<file path="src/logic/unlock_seq_pkg.sv">
// shared constants for the write-unlock command sequencer
package unlock_seq_pkg;
	localparam int          ADDR_W         = 19;
	localparam int          CMP_W          = 16;
	localparam logic [15:0] UNLOCK_ADDR_A  = 16'h5555;
	localparam logic [15:0] UNLOCK_ADDR_B  = 16'h2AAA;
	localparam logic [7:0]  UNLOCK_DATA_A  = 8'hAA;
	localparam logic [7:0]  UNLOCK_DATA_B  = 8'h55;
	localparam logic [7:0]  CMD_PROGRAM    = 8'hA0;
	localparam logic [7:0]  CMD_ERASE_SET  = 8'h80;
	localparam logic [7:0]  CMD_BLOCK_A    = 8'h30;
	localparam logic [7:0]  CMD_BLOCK_B    = 8'h50;
	localparam logic [7:0]  CMD_CHIP       = 8'h10;
	localparam logic [7:0]  CMD_ID_ENTRY   = 8'h90;
	localparam logic [7:0]  CMD_ID_EXIT    = 8'hF0;
	localparam logic [1:0]  ID_SEL_MANUF   = 2'h0;
	localparam logic [1:0]  ID_SEL_DEVICE  = 2'h1;
	localparam logic [1:0]  ID_SEL_CONT    = 2'h3;
	localparam int          POLL_BIT       = 7;
	localparam int          TOGGLE_BIT     = 6;
	localparam int          CLOCK_NS       = 100;
	localparam int          READ_CYCLE_NS  = 270;
	// longest time, rounded down, never below one cycle
	localparam int          ABORT_CYCLES   = (READ_CYCLE_NS / CLOCK_NS) < 1 ? 1
	                                         : (READ_CYCLE_NS / CLOCK_NS);

	typedef enum logic [1:0] {
		OP_PROGRAM = 2'b00,
		OP_BLOCK   = 2'b01,
		OP_CHIP    = 2'b10
	} op_kind_t;

	typedef enum logic [2:0] {
		ST_READ    = 3'b000,
		ST_UNLK1   = 3'b001,
		ST_UNLK2   = 3'b010,
		ST_PROGRAM = 3'b011,
		ST_ERASE   = 3'b100,
		ST_EUNLK1  = 3'b101,
		ST_EUNLK2  = 3'b110
	} seq_state_t;
endpackage : unlock_seq_pkg

</file>
<file path="src/logic/status_reader.sv">
// read data path: array data, identification codes and busy status bits
`timescale 1ns/100ps
module status_reader (
	input  wire logic                         CLOCK,
	input  wire logic                         NRST,
	input  wire logic                         rd,
	input  wire logic [1:0]                   rd_sel,
	input  wire logic [7:0]                   array_data,
	input  wire logic                         busy,
	input  wire logic                         erasing,
	input  wire logic [7:0]                   prog_value,
	input  wire logic                         id_mode,
	input  wire logic [7:0]                   manuf_id,
	input  wire logic [7:0]                   device_id,
	input  wire logic [7:0]                   cont_id,
	output logic      [7:0]                   read_data,
	output logic                              read_valid
);
	import unlock_seq_pkg::*;

	logic       toggle_q;
	logic [7:0] data_d;

	always_ff @(posedge CLOCK) begin
		if (!NRST)
			toggle_q <= 1'b0;
		else if (rd && busy)
			toggle_q <= ~toggle_q;
		else if (!busy)
			toggle_q <= 1'b0;
	end

	always_comb begin
		data_d = array_data;
		if (busy) begin
			data_d[POLL_BIT]   = erasing ? 1'b0 : ~prog_value[POLL_BIT];
			data_d[TOGGLE_BIT] = toggle_q;
		end else if (id_mode) begin
			case (rd_sel)
				ID_SEL_MANUF:  data_d = manuf_id;
				ID_SEL_DEVICE: data_d = device_id;
				ID_SEL_CONT:   data_d = cont_id;
				default:       data_d = 8'h00;
			endcase
		end
	end

	always_ff @(posedge CLOCK) begin
		if (!NRST) begin
			read_data  <= 8'h00;
			read_valid <= 1'b0;
		end else begin
			read_valid <= rd;
			if (rd)
				read_data <= data_d;
		end
	end
endmodule : status_reader

</file>
<file path="src/logic/flash_write_unlock_sequencer.sv">
// write-unlock command decoder for the byte-wide flash array
`timescale 1ns/100ps
module flash_write_unlock_sequencer #(
	parameter int          ADDR_WIDTH = unlock_seq_pkg::ADDR_W,
	parameter logic [7:0]  MANUF_ID   = 8'hA5, // arbitrary value
	parameter logic [7:0]  DEVICE_ID  = 8'h5A, // arbitrary value
	parameter logic [7:0]  CONT_ID    = 8'h3C  // arbitrary value
) (
	input  wire logic                         CLOCK,
	input  wire logic                         NRST,
	input  wire logic                         BUS_WR,
	input  wire logic                         BUS_IN_RANGE,
	input  wire logic [ADDR_WIDTH-1:0]        BUS_ADDR,
	input  wire logic [7:0]                   BUS_DATA,
	input  wire logic                         MUX_WE_N,
	input  wire logic                         MUX_OE_N,
	input  wire logic [ADDR_WIDTH-1:0]        MUX_ADDR,
	input  wire logic [7:0]                   MUX_DATA,
	input  wire logic                         RD,
	input  wire logic [1:0]                   RD_SEL,
	input  wire logic [7:0]                   ARRAY_DATA,
	input  wire logic                         OP_DONE,
	output logic                              OP_START,
	output unlock_seq_pkg::op_kind_t          OP_KIND,
	output logic      [ADDR_WIDTH-1:0]        OP_ADDR,
	output logic      [7:0]                   OP_VALUE,
	output logic                              BUSY,
	output logic                              ID_MODE,
	output logic      [7:0]                   READ_DATA,
	output logic                              READ_VALID
);
	import unlock_seq_pkg::*;

	// block addresses need at least one bit above the compared offset field
	if (ADDR_WIDTH < CMP_W + 1) begin : g_width_check
		$error("address width too small for unlock offsets");
	end

	// two-flop synchronisers for the multiplexed programming port
	logic                  we_s1_q, we_s2_q, we_s3_q;
	logic                  oe_s1_q, oe_s2_q;
	logic [ADDR_WIDTH-1:0] ma_s1_q, ma_s2_q;
	logic [7:0]            md_s1_q, md_s2_q;

	always_ff @(posedge CLOCK) begin
		if (!NRST) begin
			we_s1_q <= 1'b1;
			we_s2_q <= 1'b1;
			we_s3_q <= 1'b1;
			oe_s1_q <= 1'b1;
			oe_s2_q <= 1'b1;
			ma_s1_q <= '0;
			ma_s2_q <= '0;
			md_s1_q <= 8'h00;
			md_s2_q <= 8'h00;
		end else begin
			we_s1_q <= MUX_WE_N;
			we_s2_q <= we_s1_q;
			we_s3_q <= we_s2_q;
			oe_s1_q <= MUX_OE_N;
			oe_s2_q <= oe_s1_q;
			ma_s1_q <= MUX_ADDR;
			ma_s2_q <= ma_s1_q;
			md_s1_q <= MUX_DATA;
			md_s2_q <= md_s1_q;
		end
	end

	// address and data travel through the same flop depth as the strobe,
	// so the values seen at the rising edge belong to that write
	logic mux_wr;
	assign mux_wr = we_s2_q && !we_s3_q && oe_s2_q;

	// bus port wins a coincident cycle; the pair cannot both be live in practice
	logic                  wr;
	logic                  wr_mux;
	logic [ADDR_WIDTH-1:0] wr_addr;
	logic [7:0]            wr_data;

	always_comb begin
		wr      = 1'b0;
		wr_mux  = 1'b0;
		wr_addr = ma_s2_q;
		wr_data = md_s2_q;
		if (BUS_WR && BUS_IN_RANGE) begin
			wr      = 1'b1;
			wr_addr = BUS_ADDR;
			wr_data = BUS_DATA;
		end else if (mux_wr) begin
			wr     = 1'b1;
			wr_mux = 1'b1;
		end
	end

	function automatic logic hit(input logic [ADDR_WIDTH-1:0] a, input logic [15:0] off,
			input logic [7:0] d, input logic [7:0] val);
		hit = (a[CMP_W-1:0] == off) && (d == val);
	endfunction : hit

	seq_state_t state_q, state_d;
	logic       start_d;
	op_kind_t   kind_d;
	logic       id_set, id_clr;

	always_comb begin
		state_d = state_q;
		start_d = 1'b0;
		kind_d  = OP_PROGRAM;
		id_set  = 1'b0;
		id_clr  = 1'b0;
		// only a CMD_ID_EXIT write in ST_READ bypasses the unlock prefix, and nothing switches it off
		if (wr && !BUSY) begin
			state_d = ST_READ;
			case (state_q)
				ST_READ: begin
					if (wr_data == CMD_ID_EXIT)
						id_clr = 1'b1;
					else if (hit(wr_addr, UNLOCK_ADDR_A, wr_data, UNLOCK_DATA_A))
						state_d = ST_UNLK1;
				end
				ST_UNLK1: begin
					if (hit(wr_addr, UNLOCK_ADDR_B, wr_data, UNLOCK_DATA_B))
						state_d = ST_UNLK2;
				end
				ST_UNLK2: begin
					if (hit(wr_addr, UNLOCK_ADDR_A, wr_data, CMD_PROGRAM))
						state_d = ST_PROGRAM;
					else if (hit(wr_addr, UNLOCK_ADDR_A, wr_data, CMD_ERASE_SET))
						state_d = ST_ERASE;
					else if (hit(wr_addr, UNLOCK_ADDR_A, wr_data, CMD_ID_ENTRY))
						id_set = 1'b1;
					else if (hit(wr_addr, UNLOCK_ADDR_A, wr_data, CMD_ID_EXIT))
						id_clr = 1'b1;
				end
				ST_PROGRAM: begin
					start_d = 1'b1;
					kind_d  = OP_PROGRAM;
				end
				ST_ERASE: begin
					if (hit(wr_addr, UNLOCK_ADDR_A, wr_data, UNLOCK_DATA_A))
						state_d = ST_EUNLK1;
				end
				ST_EUNLK1: begin
					if (hit(wr_addr, UNLOCK_ADDR_B, wr_data, UNLOCK_DATA_B))
						state_d = ST_EUNLK2;
				end
				ST_EUNLK2: begin
					if (wr_data == CMD_BLOCK_A || wr_data == CMD_BLOCK_B) begin
						start_d = 1'b1;
						kind_d  = OP_BLOCK;
					end else if (wr_mux && hit(wr_addr, UNLOCK_ADDR_A, wr_data, CMD_CHIP)) begin
						start_d = 1'b1;
						kind_d  = OP_CHIP;
					end
				end
				default: state_d = ST_READ;
			endcase
		end
	end

	// mismatch drops to read mode on the next edge, well inside ABORT_CYCLES
	always_ff @(posedge CLOCK) begin
		if (!NRST)
			state_q <= ST_READ;
		else
			state_q <= state_d;
	end

	always_ff @(posedge CLOCK) begin
		if (!NRST)
			ID_MODE <= 1'b0;
		else if (id_set)
			ID_MODE <= 1'b1;
		else if (id_clr)
			ID_MODE <= 1'b0;
	end

	always_ff @(posedge CLOCK) begin
		if (!NRST) begin
			OP_START <= 1'b0;
			OP_KIND  <= OP_PROGRAM;
			OP_ADDR  <= '0;
			OP_VALUE <= 8'h00;
		end else begin
			OP_START <= start_d;
			if (start_d) begin
				OP_KIND  <= kind_d;
				OP_ADDR  <= wr_addr;
				OP_VALUE <= wr_data;
			end
		end
	end

	// a done arriving with a new start cannot happen: starts need !BUSY
	always_ff @(posedge CLOCK) begin
		if (!NRST)
			BUSY <= 1'b0;
		else if (start_d)
			BUSY <= 1'b1;
		else if (OP_DONE)
			BUSY <= 1'b0;
	end

	status_reader u_status_reader (
		.CLOCK      (CLOCK),
		.NRST       (NRST),
		.rd         (RD),
		.rd_sel     (RD_SEL),
		.array_data (ARRAY_DATA),
		.busy       (BUSY),
		.erasing    (OP_KIND != OP_PROGRAM),
		.prog_value (OP_VALUE),
		.id_mode    (ID_MODE),
		.manuf_id   (MANUF_ID),
		.device_id  (DEVICE_ID),
		.cont_id    (CONT_ID),
		.read_data  (READ_DATA),
		.read_valid (READ_VALID)
	);
endmodule : flash_write_unlock_sequencer

</file>
<file path="config.mk">
export PLATFORM = sky130hd
export DESIGN_NAME = flash_write_unlock_sequencer
export DESIGN_NICKNAME = d
export VERILOG_FILES = /design/src/logic/unlock_seq_pkg.sv /design/src/logic/status_reader.sv /design/src/logic/flash_write_unlock_sequencer.sv
export SDC_FILE = /design/constraint.sdc
export NUM_CORES = 1
export LEC_CHECK = 0
export ABC_AREA = 1
export BUFFER_PORTS_ARGS = -buffer_cell sky130_fd_sc_hd__buf_4
export CORE_ASPECT_RATIO = 1.4
export CORE_MARGIN = 3
export CORE_UTILIZATION = 40
export CTS_CLUSTER_SIZE = 25
export DETAILED_ROUTE_END_ITERATION = 10
export PLACE_DENSITY = 0.66
export SLEW_MARGIN = 20
export SYNTH_ARGS = -nofsm -noshare
export SYNTH_HDL_FRONTEND = slang
export SYNTH_SLANG_ARGS = --single-unit
export TNS_END_PERCENT = 50
</file>
<file path="constraint.sdc">
create_clock -name CLOCK -period 1.6 [get_ports CLOCK]
set_clock_uncertainty 0.05 [all_clocks]
set_input_delay 0.08 -clock CLOCK [delete_from_list [all_inputs] [get_ports CLOCK]]
set_output_delay 0.08 -clock CLOCK [all_outputs]
set_load 0.05 [all_outputs]
</file>
# --- Word-level counts from Yosys, hierarchy flattened ---
# Index checks and enable logic that the tools add are counted.
classes:
  n_reduce_logical: 21
  bitwise: 2
  n_mux: 44
  n_eq_ne: 20
op_table:
  columns: ["operator", "count"]
  rows:
  - ["$eq A8 B8 Y1 const B", 5]
  - ["$mux W1", 26]
  - ["$pmux W8 S3", 1]
  - ["$mux W19", 1]
  - ["$eq A16 B14 Y1 const B", 1]
  - ["$eq A16 B15 Y1 const B", 1]
  - ["$eq A8 B7 Y1 const B", 2]
  - ["$mux W8", 2]
  - ["$pmux W3 S5", 1]
  - ["$logic_and A1 B1 Y1", 13]
  - ["$mux W2", 6]
  - ["$mux W3", 4]
  - ["$eq A3 B3 Y1 const B", 3]
  - ["$eq A8 B5 Y1 const B", 1]
  - ["$eq A8 B6 Y1 const B", 1]
  - ["$eq A3 B2 Y1 const B", 2]
  - ["$mux W6", 1]
  - ["$reduce_bool A2 Y1", 3]
  - ["$pmux W1 S2", 2]
  - ["$eq A3 B1 Y1 const B", 1]
  - ["$logic_not A3 Y1", 1]
  - ["$eq A2 B1 Y1 const B", 1]
  - ["$eq A2 B2 Y1 const B", 1]
  - ["$logic_not A1 Y1", 2]
  - ["4 further kinds", 5]
word_totals:
  reg_bits: 104
  input_bits: 72
  wordCells: 106
  out_inout_bits: 41

# --- Depth between registers and ports, before layout ---
# Gate-level depths: netlist (run 1).
logic_depth:
  ltp_word: 12
  ltp_mapped: 15
  ltp_nobuf: 12

# --- Modules after synthesis ---
# A second synthesis (run 1) with hierarchy kept.
unflattened:
  hier_cells: 678
  area_unflattened_um2: 4626.9
modules_own_cells:
  columns: ["module", "n_inst", "area_each_um2", "seq_area_each_um2", "cells_each"]
  rows:
  - ["flash_write_unlock_sequencer", 1, 3975.1, 1881.8, 583]
  - ["status_reader", 1, 651.9, 200.2, 95]

# --- Least setup slack after synthesis (run 1) ---
# OpenSTA, ideal clock, no wires.
synth_timing:
  path_type: "flip-flop to flip-flop"
  from: "reg state_q[1]"
  to: "reg OP_VALUE[7]"
  required_time_ns: 1.433
  slack_ns: -0.128
  synth_period_minus_slack_ns: 1.728
  setup_time_ns: 0.117
  stages_incl_launch_ff: 13
  path_buffers: 3
  arrival_time_ns: 1.561
  cell_sequence: "dfxtp_1 > clkbuf_1 > nand3_1 > nor3b_1 > nand3_1 > nor2_1 > nand2_1 > nand3_2 > buf_6 > buf_4 > nand3_1 > nand2_1 > nor2_1"
synth_via:
  elab_chain_cells: 3
  elab_cells_between_ends: 4
  cone_classes: "eq/ne (2); mux (2)"
synth_lines:
  columns: ["element", "line_no", "source"]
  rows:
  - ["start: declaration", "flash_write_unlock_sequencer.sv:100", "seq_state_t state_q, state_d;"]
  - ["start signal: assignment", "flash_write_unlock_sequencer.sv:166", "state_q <= state_d;"]
  - ["$eq A3 B3 Y1 / $eq A3 B2 Y1 (equally long branches)", "flash_write_unlock_sequencer.sv:114", "case (state_q)"]
  - ["$pmux W1 S2 (*)", "flash_write_unlock_sequencer.sv:114", null]
  - ["$mux W1 (*)", "flash_write_unlock_sequencer.sv:112", "if (wr && !BUSY) begin"]
  - ["end signal: assignment", "flash_write_unlock_sequencer.sv:189", "OP_VALUE <= wr_data;"]
  - ["end: declaration", "flash_write_unlock_sequencer.sv:26", "output logic [7:0] OP_VALUE,"]
# Every way passes the cells marked *; elsewhere a longest branch is shown, timed or not.
# A chain may end at the register's enable or synchronous reset.

# --- Final worst setup path (run 1) ---
layout_timing:
  from: "reg md_s2_q[7]"
  to: "reg OP_VALUE[1]"
layout_via:
  elab_chain_cells: 8
  elab_cells_between_ends: 11
  cone_classes: "eq/ne (3); mux (5); reduce/logical (3)"
layout_lines:
  columns: ["element", "line_no", "source"]
  rows:
  - ["start: declaration", "flash_write_unlock_sequencer.sv:43", "logic [7:0] md_s1_q, md_s2_q;"]
  - ["start signal: assignment", "flash_write_unlock_sequencer.sv:65", "md_s2_q <= md_s1_q;"]
  - ["$mux W8 (*)", "flash_write_unlock_sequencer.sv:85", "if (BUS_WR && BUS_IN_RANGE) begin"]
  - ["$eq A8 B5 Y1", "flash_write_unlock_sequencer.sv:97", "hit = (a[CMP_W-1:0] == off) && (d == val);"]
  - ["$logic_and A1 B1 Y1", "flash_write_unlock_sequencer.sv:97", null]
  - ["$logic_and A1 B1 Y1", "flash_write_unlock_sequencer.sv:151", "end else if (wr_mux && hit(wr_addr, UNLOCK_ADDR_A, wr_data, CMD_CHIP)) begin"]
  - ["$mux W1", "flash_write_unlock_sequencer.sv:151", null]
  - ["$mux W1 (*)", "flash_write_unlock_sequencer.sv:148", "if (wr_data == CMD_BLOCK_A || wr_data == CMD_BLOCK_B) begin"]
  - ["$pmux W1 S2 (*)", "flash_write_unlock_sequencer.sv:114", null]
  - ["$mux W1 (*)", "flash_write_unlock_sequencer.sv:112", null]
# Marked as above.

==> run_results.csv, run 1 <==
group,metric,value,unit
pwr,pwr-share-seq,48.5,%
timing,fin_crit_sh,104,%
placed_design,gp_congestion,0.855,
setup_path,end_kind,"flop",
yosys,syn-num-nets,691,
yosys,synth_most_common_cell,"nand2_1",
timing,fmax,602,MHz
grt,grt_pass1_vias,4115,
routing,drtPass1Iterations,4,
timing,finalWorstSetupSlack,-60.1,ps
final_layout,drive_gt1_share,28.7,%
cts,clockRootBuffer,"clkbuf_16",
cts,cts_made_buffers,9,
routing,first_iter_violations,138,
pwr,vdd_drop_max,0.000580,V
cts,cts_buffer_depth,2,
pwr,swShare,24.7,%
cts,clk_transition_reported_paths,70,ps
yosys,synthCells,617,
final_layout,final_core_util,63.4,%
final_layout,postLayoutCellArea,0.00663,mm²
cts,clock_sinks,104,
yosys,async_reset_ff_share,0,%
routing,route.detailed.drc,0,
worst_hold_path,hp-class,"in2reg",
die,die_x,94.1,µm
yosys,synth_top_area_share,47.9,%
die,core_area,0.0105,mm²
timing,slew_headroom,75.6,%
pwr,total_power,5.56,mW
timing,worst_pin_slew,366,ps
pwr,pwr_density_cell,838,mW/mm²
final_layout,syn2layout_area_growth,52.7,%
cts,htree_levels,3,
yosys,synth_top_cells_by_area,"dfxtp_1 48%, nand2_1 15%, inv_1 8.3%",
yosys,yosysTopAreaCell,"dfxtp_1",
final_layout,num-nets-final,883,
pwr,pwr-share-comb,14.5,%
cts,cts_tree,"yes",
routing,num_vias,4408,
die,start_util,41.5,%
die,ios,113,
routing,drtAntennaViolNets,0,
pwr,p_int,4.18,mW
yosys,synth.avg_cell_area,7.04,µm²
yosys,synth_flop_cell,"dfxtp_1",
die,std_cell_rows,44,
timing,setup_viol,26,
worst_hold_path,worstHoldEndpoint,"u_status_reader.read_data[5]",
timing,rsz0062_at_grt,"yes",
status,violations,"negative setup slack",
routing,wl,11800,µm
setup_path,crit_path_start_kind,"flop",
yosys,synthTopCellsByCount,"178 x nand2_1, 104 x dfxtp_1, 96 x inv_1",
final_layout,n_antenna_cell,0,
timing,drv_slew,0,
setup_path,ff2ff_setup_slack,-60,ps
setup_path,critPathKind,"reg2reg",
grt,grt-ovfl-total,0,
grt,grt_max_degree,65,
final_layout,stdcell_count,952,
timing,final_hold_viol_count,0,
pwr,switchingPower,1.37,mW
yosys,ys_seq_area_share,47.9,%
die,die_y,129,µm
grt,grt_pass1_wl,18400,µm
worst_hold_path,hold-path-cell-count,5,
setup_path,critPathRequiredTime,1790,ps
setup_path,timing.rr.end,"OP_VALUE[1]",
yosys,synth_edf_count,0,
worst_hold_path,min_from,"ARRAY_DATA[5]",
placed_design,io_buffers,112,
flow_run,max-cap-violations,0,
yosys,syn_area,0.00434,mm²
pwr,p_leak,3.52,nW
timing,fin_crit,1660,ps
setup_path,worstReg2RegStart,"md_s2_q[7]",
setup_path,worstPathArrival,1850,ps
cts,clkLatencyLatePin,340,ps
routing,via_per_inst,4.63,
yosys,ys_warn_count,0,
grt,track_usage,18.9,%
grt,antenna_found_initial,0,
placed_design,dpl.cell_count,886,
placed_design,dpl_cell_area,0.00567,mm²
die,dieArea,0.0122,mm²
timing,fin_setup_tns,-1010,ps
setup_path,reg2reg_depth,13,
routing,wl_per_cell,12.4,µm
setup_path,worstPathMaxFanout,5,
yosys,synth-seq-cells,104,
yosys,synthDistinctLibCells,29,
status,outcome,"finished, violations left",
placed_design,dp_hpwl,7940,µm
pwr,p_clk_share,37.0,%
per-layer routing:
layer | track usage [%] | vias to the layer above | routed length [µm]
met3 | 4.36 | 19 | 548
met1 | 21.1 | 2014 | 4800
met2 | 34.8 | 101 | 6150
met4 | 6.63 | 0 | 262
li1 | - | 2274 | -
met5 | 0 | - | 0
placed cells by master (no fill, tap or decap), types with 3 or more instances in the layout:
cell and count:
a21oi_1 37, buf_12 8, buf_4 162, clkbuf_16 12, dfxtp_1 101, dfxtp_2 3, dlygate4sd3_1 37, inv_1 94
inv_2 3, mux2i_1 3, nand2_1 172, nand2_2 5, nand3_1 48, nand3_2 10, nand3b_1 9, nand4_1 7
nor2_1 51, nor2_2 3, nor2_4 3, nor3_1 6, o21ai_0 7, o21ai_2 3, or2_2 6
power by group through the flow:
stage / logic [mW] / clock network, mW / registers [mW]
2_1_floorplan: 0.291 / 0 / 2.80
3_3_place_gp: 0.689 / 0 / 2.75
3_5_place_dp: 0.693 / 0 / 2.76
4_1_cts: 0.774 / 2.10 / 2.70
5_1_grt: 0.885 / 2.20 / 2.70
6_report: 0.803 / 2.06 / 2.70
through the flow:
step	hold slack, ps	setup WS (ps)
2_1_floorplan	128	-33.0
3_3_place_gp	211	-235
3_5_place_dp	214	-261
4_1_cts	19.6	-49.2
5_1_grt	40.3	-218
6_report	29.3	-60.1
layout make-up:
cell class,count,area (µm²)
Clock buffer,11,243
Fill cell,948,3830
Inverter,97,364
Clock inverter,5,38.8
Sequential cell,104,2090
Multi-Input combinational cell,385,1880
Tap cell,138,173
Timing Repair Buffer,212,1840
how the worst max path moves through the flow:
stage	startpoint	endpoint	slack, ps	cells after the start
2_1_floorplan	BUSY	ID_MODE	-30	5
3_3_place_gp	BUS_WR	OP_ADDR[12]	-230	15
3_5_place_dp	BUS_WR	OP_ADDR[11]	-260	15
4_1_cts	we_s3_q	OP_VALUE[6]	-50	11
5_1_grt	md_s2_q[7]	OP_ADDR[18]	-220	13
6_report	md_s2_q[7]	OP_VALUE[1]	-60	13
critical path, stage by stage, from the launching register on:
cell	delay (ps)
dfxtp_1	300
inv_1	40
nand2_1	60
o21ai_2	80
inv_2	80
nor2_4	130
nand2_1	60
nand2_1	90
nand3_2	120
nand3_4	210
clkbuf_16	190
nand3b_1	70
nand2_1	60
nor2_1	40
state kept, by name (all words and copies together), names as in the netlist:
signal                      cells
we_s1_q                         1
OP_ADDR                        19
OP_KIND                         2
ID_MODE                         1
oe_s1_q                         1
we_s3_q                         1
OP_START                        1
ma_s2_q                        19
u_status_reader.read_valid      1
u_status_reader.read_data       8
state_q                         3
u_status_reader.toggle_q        1
md_s1_q                         8
BUSY                            1
ma_s1_q                        19
md_s2_q                         8
we_s2_q                         1
OP_VALUE                        8
oe_s2_q                         1
repair_timing:
item | CTS | global route
hold buffers | 37 | 0
gates cloned | 2 | 5
resized for setup | 13 | 25
endpoints found under the setup margin | 30 | 35
endpoints found under the hold margin | 37 | 0
buffers inserted | 5 | 3
pin swaps | 8 | 16
cells by family (layout without fill, tap and decap cells):
| kind of cell | after synthesis | in the layout | synth area share (%) |
|---|---|---|---|
| buf+inv | 129 | 325 | 12.2 |
| flops | 104 | 104 | 47.9 |
| simple gates | 324 | 325 | 31.8 |
| mux | 3 | 3 | 0.691 |
| fa+ha+maj | 2 | 2 | 0.576 |
| compound gates | 55 | 55 | 6.77 |
Note: power is estimated with default switching activity, not from simulation.
==> run 2: changes to the inputs <==
--- a/config.mk
+++ b/config.mk
@@ -12,7 +12,7 @@
 export CORE_UTILIZATION = 40
 export CTS_CLUSTER_SIZE = 25
 export DETAILED_ROUTE_END_ITERATION = 10
-export PLACE_DENSITY = 0.66
+export PLACE_DENSITY = 0.75
 export SLEW_MARGIN = 20
 export SYNTH_ARGS = -nofsm -noshare
 export SYNTH_HDL_FRONTEND = slang
==> run_results.csv, run 2 (synthesized netlist as in run 1, its figures left out) <==
group,metric,value,unit
setup_path,worstPathMaxFanout,2,
timing,slew_headroom,76.2,%
die,die_x,94.1,µm
setup_path,worstReg2RegStart,"state_q[0]",
die,std_cell_rows,44,
grt,grt_pass1_vias,4246,
setup_path,crit_chain,"inv_2 > nand3_4 > nor3b_2 > nand3_2 > nor2_4 > nand2_2 > buf_4 > buf_4 > nand2_1 > nand2_1 > nand2_1 > a21oi_1",
pwr,pwr-share-comb,14.8,%
placed_design,dpl_worst_slack,-298,ps
timing,finalWorstSetupSlack,-117,ps
pwr,switchingPower,1.42,mW
timing,rsz0062_at_grt,"yes",
status,outcome,"finished, violations left",
worst_hold_path,hold-path-cell-count,5,
routing,route.detailed.drc,0,
routing,num_vias,4387,
setup_path,worstPathArrival,1890,ps
final_layout,postLayoutCellArea,0.00655,mm²
die,core_area,0.0105,mm²
pwr,p_clk_share,36.7,%
routing,wl_per_cell,12.6,µm
placed_design,dpl_cell_area,0.00566,mm²
flow_run,max-cap-violations,0,
placed_design,gp_congestion,0.878,
setup_path,crit_path_start_kind,"flop",
pwr,vdd_drop_max,0.000727,V
final_layout,final_cell_mix,"173 x nand2_1, 158 x buf_4, 99 x dfxtp_1",
routing,via_per_inst,4.63,
setup_path,path_buf_inv,3,
cts,clk_transition_reported_paths,70,ps
timing,fin_crit_sh,107,%
setup_path,critPathKind,"reg2reg",
final_layout,fill_cells,885,
routing,wl,12000,µm
grt,grt_pass1_wl,18900,µm
cts,cts_tree,"yes",
timing,setup_viol,34,
timing,worst_pin_slew,357,ps
timing,fin_setup_tns,-2070,ps
grt,track_usage,19.7,%
final_layout,n_antenna_cell,0,
grt,antenna_found_initial,0,
routing,drtAntennaViolNets,0,
cts,clock_sinks,104,
final_layout,largest_registers,"OP_ADDR (19), ma_s1_q (19), ma_s2_q (19)",
final_layout,stdcell_count,948,
setup_path,timing.rr.end,"OP_KIND[0]",
routing,drtPass1Iterations,5,
die,dieArea,0.0122,mm²
die,start_util,41.5,%
final_layout,syn2layout_area_growth,50.9,%
timing,fmax,582,MHz
status,violations,"negative setup slack",
final_layout,num-nets-final,879,
pwr,total_power,5.57,mW
grt,grt-ovfl-total,0,
worst_hold_path,worstHoldEndpoint,"u_status_reader.read_data[5]",
setup_path,slowest_delay,320,ps
setup_path,end_kind,"flop",
worst_hold_path,min_from,"ARRAY_DATA[5]",
cts,cts_buffer_depth,2,
setup_path,reg2reg_depth,12,
cts,cts_made_buffers,9,
worst_hold_path,hp-class,"in2reg",
timing,whs,30.2,ps
routing,first_iter_violations,340,
placed_design,dpl.cell_count,884,
setup_path,crit_slowest_cell,"dfxtp_1",
final_layout,layout_commonest_cell,"nand2_1",
pwr,swShare,25.4,%
final_layout,drive_gt1_share,28.5,%
cts,htree_levels,3,
pwr,p_leak,3.44,nW
setup_path,critPathTopFamily,"simple AND/OR/NAND/NOR gates",
setup_path,ff2ff_setup_slack,-120,ps
pwr,pwr-share-seq,48.4,%
pwr,pwr_density_cell,850,mW/mm²
placed_design,io_buffers,112,
cts,clkLatencyLatePin,340,ps
timing,fin_crit,1720,ps
setup_path,critPathRequiredTime,1770,ps
cts,clockRootBuffer,"clkbuf_16",
timing,drv_slew,0,
die,die_y,129,µm
grt,grt_max_degree,65,
pwr,p_int,4.15,mW
die,ios,113,
final_layout,final_core_util,62.7,%
timing,final_hold_viol_count,0,
setup_path,critPathMostFrequentCell,"nand2_1",
placed_design,dp_hpwl,7990,µm
run 2: cell count changes in the layout (fill, tap and decap cells not counted), sizes merged:
cell	previous run	this run
buf	172	171
clkbuf	14	10
clkinv	2	3
clkinvlp	1	2
nand3	60	59
run 2: power groups by stage:
stage               clock [mW]  sequential, mW  combinational [mW]
floorplan                    0            2.80               0.291
global placement             0            2.75               0.675
detailed placement           0            2.76               0.688
CTS                       2.10            2.70               0.777
global route              2.22            2.70               0.905
finish                    2.04            2.70               0.827
run 2: worst max-delay path by stage:
stage / startpoint / to / slack [ps] / cells past startpoint
2_1_floorplan: BUSY / ID_MODE / -30 / 5
3_3_place_gp: BUS_WR / OP_ADDR[14] / -200 / 15
5_1_grt: state_q[0] / OP_KIND[0] / -210 / 12
6_report: state_q[0] / OP_KIND[0] / -120 / 12
4_1_cts: md_s2_q[7] / OP_ADDR[0] / -80 / 14
3_5_place_dp: BUS_WR / OP_ADDR[8] / -300 / 15
run 2: area by class of cell:
cell class                      instances  area [µm²]  area share (%)
Sequential cell                       104        2090            31.9
Multi-Input combinational cell        384        1860            28.4
Timing Repair Buffer                  209        1790            27.3
Inverter                               97         364            5.56
Clock buffer                            9         225            3.44
Tap cell                              138         173            2.63
Clock inverter                          7        55.1           0.840
run 2: tightest hold or removal path, stage by stage:
cell and delay (ps):
buf_4 80, nand2_1 40, nand3_1 70, o211ai_1 80
inv_1 50
run 2: timing repair:
item / CTS / global route
pin swaps: 2 / 10
endpoints found under the hold margin: 37 / 0
buffers inserted: 8 / 2
gates cloned: 2 / 2
setup endpoints to repair: 30 / 34
gates resized for setup: 17 / 25
hold buffers: 37 / 0
run 2: layer usage:
metal	wire length, µm	vias to the layer above	track usage, %	part of all wire, %
li1	-	2272	-	-
met2	6400	124	35.9	53
met4	337	0	9.95	2.8
met3	554	23	4.36	4.6
met5	0	-	0	0
met1	4680	1968	21.1	39
==> run 3: changes to the inputs <==
--- a/config.mk
+++ b/config.mk
@@ -12,9 +12,10 @@
 export CORE_UTILIZATION = 40
 export CTS_CLUSTER_SIZE = 25
 export DETAILED_ROUTE_END_ITERATION = 10
-export PLACE_DENSITY = 0.75
+export PLACE_DENSITY = 0.74
 export SLEW_MARGIN = 20
 export SYNTH_ARGS = -nofsm -noshare
 export SYNTH_HDL_FRONTEND = slang
+export SYNTH_HIERARCHICAL = 1
 export SYNTH_SLANG_ARGS = --single-unit
 export TNS_END_PERCENT = 50
==> run_results.csv, run 3 <==
group,metric,value,unit
status,violations,"negative setup slack",
grt,grt_pass1_wl,19900,µm
final_layout,num-nets-final,975,
pwr,vdd_drop_max,0.000417,V
worst_hold_path,worstHoldEndpoint,"u_status_reader/read_data[7]",
yosys,ys_seq_area_share,45.0,%
cts,cts_made_buffers,9,
final_layout,largest_registers,"OP_ADDR (19), ma_s1_q (19), ma_s2_q (19)",
cts,clk_transition_reported_paths,70,ps
die,dieArea,0.0129,mm²
cts,clkLatencyLatePin,350,ps
placed_design,gp_congestion,0.881,
yosys,synth_top_area_share,45.0,%
routing,via_per_inst,4.52,
yosys,synth_top_cells_by_area,"dfxtp_1 45%, nand2_1 15%, nand3_1 10%",
final_layout,drive_gt1_share,32.3,%
pwr,switchingPower,1.47,mW
placed_design,io_buffers,112,
setup_path,critPathRequiredTime,1790,ps
worst_hold_path,hp-class,"in2reg",
final_layout,syn2layout_area_growth,55.7,%
setup_path,critPathKind,"reg2reg",
cts,clockRootBuffer,"clkbuf_16",
pwr,p_clk_share,36.5,%
routing,wl_per_cell,12.3,µm
routing,drtAntennaViolNets,0,
yosys,synth_fa_ha_area_share,0,%
die,ios,113,
yosys,synth-xor-area-share,0,%
yosys,async_reset_ff_share,0,%
grt,grt_pass1_vias,4318,
yosys,synth_most_common_cell,"nand2_1",
yosys,synthDistinctLibCells,29,
cts,htree_levels,3,
pwr,pwr-share-comb,16.4,%
timing,setup_viol,32,
final_layout,regArea,0.00209,mm²
routing,num_vias,4740,
final_layout,multiInputGateArea,0.00232,mm²
routing,route.detailed.drc,0,
routing,wl,12900,µm
timing,fmax,574,MHz
timing,rsz0062_at_grt,"yes",
setup_path,end_kind,"flop",
cts,clock_sinks,104,
setup_path,worstPathMaxFanout,8,
timing,whs,38.3,ps
pwr,p_int,4.24,mW
grt,antenna_found_initial,0,
flow_run,max-cap-violations,0,
yosys,yosys.area_share.simple,34.0,%
die,std_cell_rows,45,
worst_hold_path,min_from,"ARRAY_DATA[7]",
timing,final_hold_viol_count,0,
final_layout,final_cell_mix,"175 x nand2_1, 172 x buf_4, 99 x dfxtp_1",
cts,cts_buffer_depth,2,
timing,fin_crit_sh,109,%
status,outcome,"finished, violations left",
placed_design,dp_hpwl,8490,µm
setup_path,worstPathArrival,1930,ps
routing,drtPass1Iterations,6,
pwr,swShare,25.8,%
die,die_y,133,µm
setup_path,reg2reg_depth,13,
setup_path,worstReg2RegStart,"ma_s2_q[5]",
timing,fin_crit,1740,ps
die,core_area,0.0111,mm²
timing,finalWorstSetupSlack,-142,ps
yosys,synth_mux_area_share,0.649,%
yosys,synth.avg_cell_area,6.82,µm²
yosys,synth_top_family_by_area,"simple AND/OR/NAND/NOR gates",
final_layout,n_antenna_cell,0,
setup_path,timing.rr.end,"OP_ADDR[12]",
yosys,synth_flop_cell,"dfxtp_1",
yosys,synth-compound-area-share,7.63,%
pwr,pwr-share-seq,47.2,%
yosys,ys_warn_count,6,
yosys,synth-seq-cells,104,
final_layout,fill_cells,942,
grt,grt_max_degree,88,
yosys,yosysTopAreaCell,"dfxtp_1",
pwr,pwr_density_cell,793,mW/mm²
grt,grt-ovfl-total,0,
die,die_x,96.9,µm
setup_path,ff2ff_setup_slack,-140,ps
die,start_util,41.7,%
placed_design,dpl_worst_slack,-297,ps
yosys,syn_area,0.00463,mm²
cts,cts_tree,"yes",
timing,drv_slew,0,
yosys,synth_edf_count,0,
worst_hold_path,hold-path-cell-count,5,
final_layout,layout_commonest_cell,"nand2_1",
setup_path,crit_path_start_kind,"flop",
yosys,synthCells,678,
routing,first_iter_violations,221,
pwr,p_leak,3.69,nW
grt,track_usage,18.9,%
yosys,synthTopCellsByCount,"191 x nand2_1, 104 x dfxtp_1, 97 x inv_1",
==> run 3: cell types whose count changed in the layout (fill, tap and decap cells not counted), moves of 9 or more <==
cell | before | now
buf_4 | 158 | 172
nand2_2 | 6 | 18
a21oi_2 | 1 | 12
conb_1 | 0 | 24
nand3_2 | 7 | 21
nand3_1 | 49 | 68
nand3b_1 | 9 | 0
==> run 3: area by class of cell <==
| class | count | share of cell area [%] |
|---|---|---|
| clock buffers | 10 | 3.32 |
| clock inverters | 6 | 0.695 |
| inverters | 101 | 5.30 |
| multi-input cells | 462 | 32.2 |
| flip-flops and latches | 104 | 29.0 |
| well taps | 141 | 2.45 |
| repair buffers | 225 | 27.1 |
==> run 3: cell families after synthesis <==
logic type	Yosys count
AOI/OAI and AO/OA	64
buffers and inverters	135
DFF	104
muxes	3
other	2
and+or+nand+nor	370
==> run 3: layer usage <==
layer	global-route usage [%]	vias to the layer above	routed length (µm)
li1	-	2524	-
met1	21.1	2064	5040
met2	33.9	128	6860
met3	4.09	24	578
met4	8.82	0	416
met5	0	-	0
==> run 3: critical path: stages, from the launching register on <==
cell and delay (ps):
dfxtp_1 300, inv_1 40, nand2_1 40, nand2_1 90, nand2_1 90, nor2_2 140, nand3_2 80, nor2_2 120
nand2_2 130, nand3_4 180, clkbuf_16 200, nand3_1 60, nand2_1 70, nor2_1 40
==> run 3: stage by stage <==
step	util, %	area, µm²	cells	power, mW	TNS (ps)
6_report	65.0	7210	1049	5.72	-2670
5_1_grt	65.0	7210	1049	5.99	-6690
4_1_cts	62.1	6890	1043	5.72	-1750
3_5_place_dp	54.4	6030	974	3.52	-8890
3_3_place_gp	54.4	6030	974	3.51	-8190
2_1_floorplan	-	4730	700	3.16	0
==> run 3: how the worst max path moves through the flow <==
stage                      from           to  slack (ps)  cells after the start
finish               ma_s2_q[5]  OP_ADDR[12]        -140                     13
floorplan            state_q[1]  OP_VALUE[7]           3                     12
CTS                 ma_s2_q[15]  OP_ADDR[11]         -80                     13
global route        ma_s2_q[13]  OP_ADDR[12]        -250                     13
detailed placement       BUS_WR   OP_ADDR[0]        -300                     15
global placement         BUS_WR  OP_ADDR[15]        -270                     15
==> run 3: what timing repair did <==
item,CTS,global route
cloned,1,4
pin swaps,11,25
hold buffers,40,0
resized for setup,13,64
setup buffers,13,2
endpoints found under the setup margin,30,35
endpoints found under the hold margin,39,0
==> run 3: power groups by stage <==
stage | Sequential [mW] | Combinational [mW] | Clock, mW
global route | 2.70 | 1.03 | 2.26
CTS | 2.69 | 0.873 | 2.15
detailed placement | 2.75 | 0.766 | 0
floorplan | 2.80 | 0.356 | 0
finish | 2.70 | 0.935 | 2.08
global placement | 2.75 | 0.762 | 0
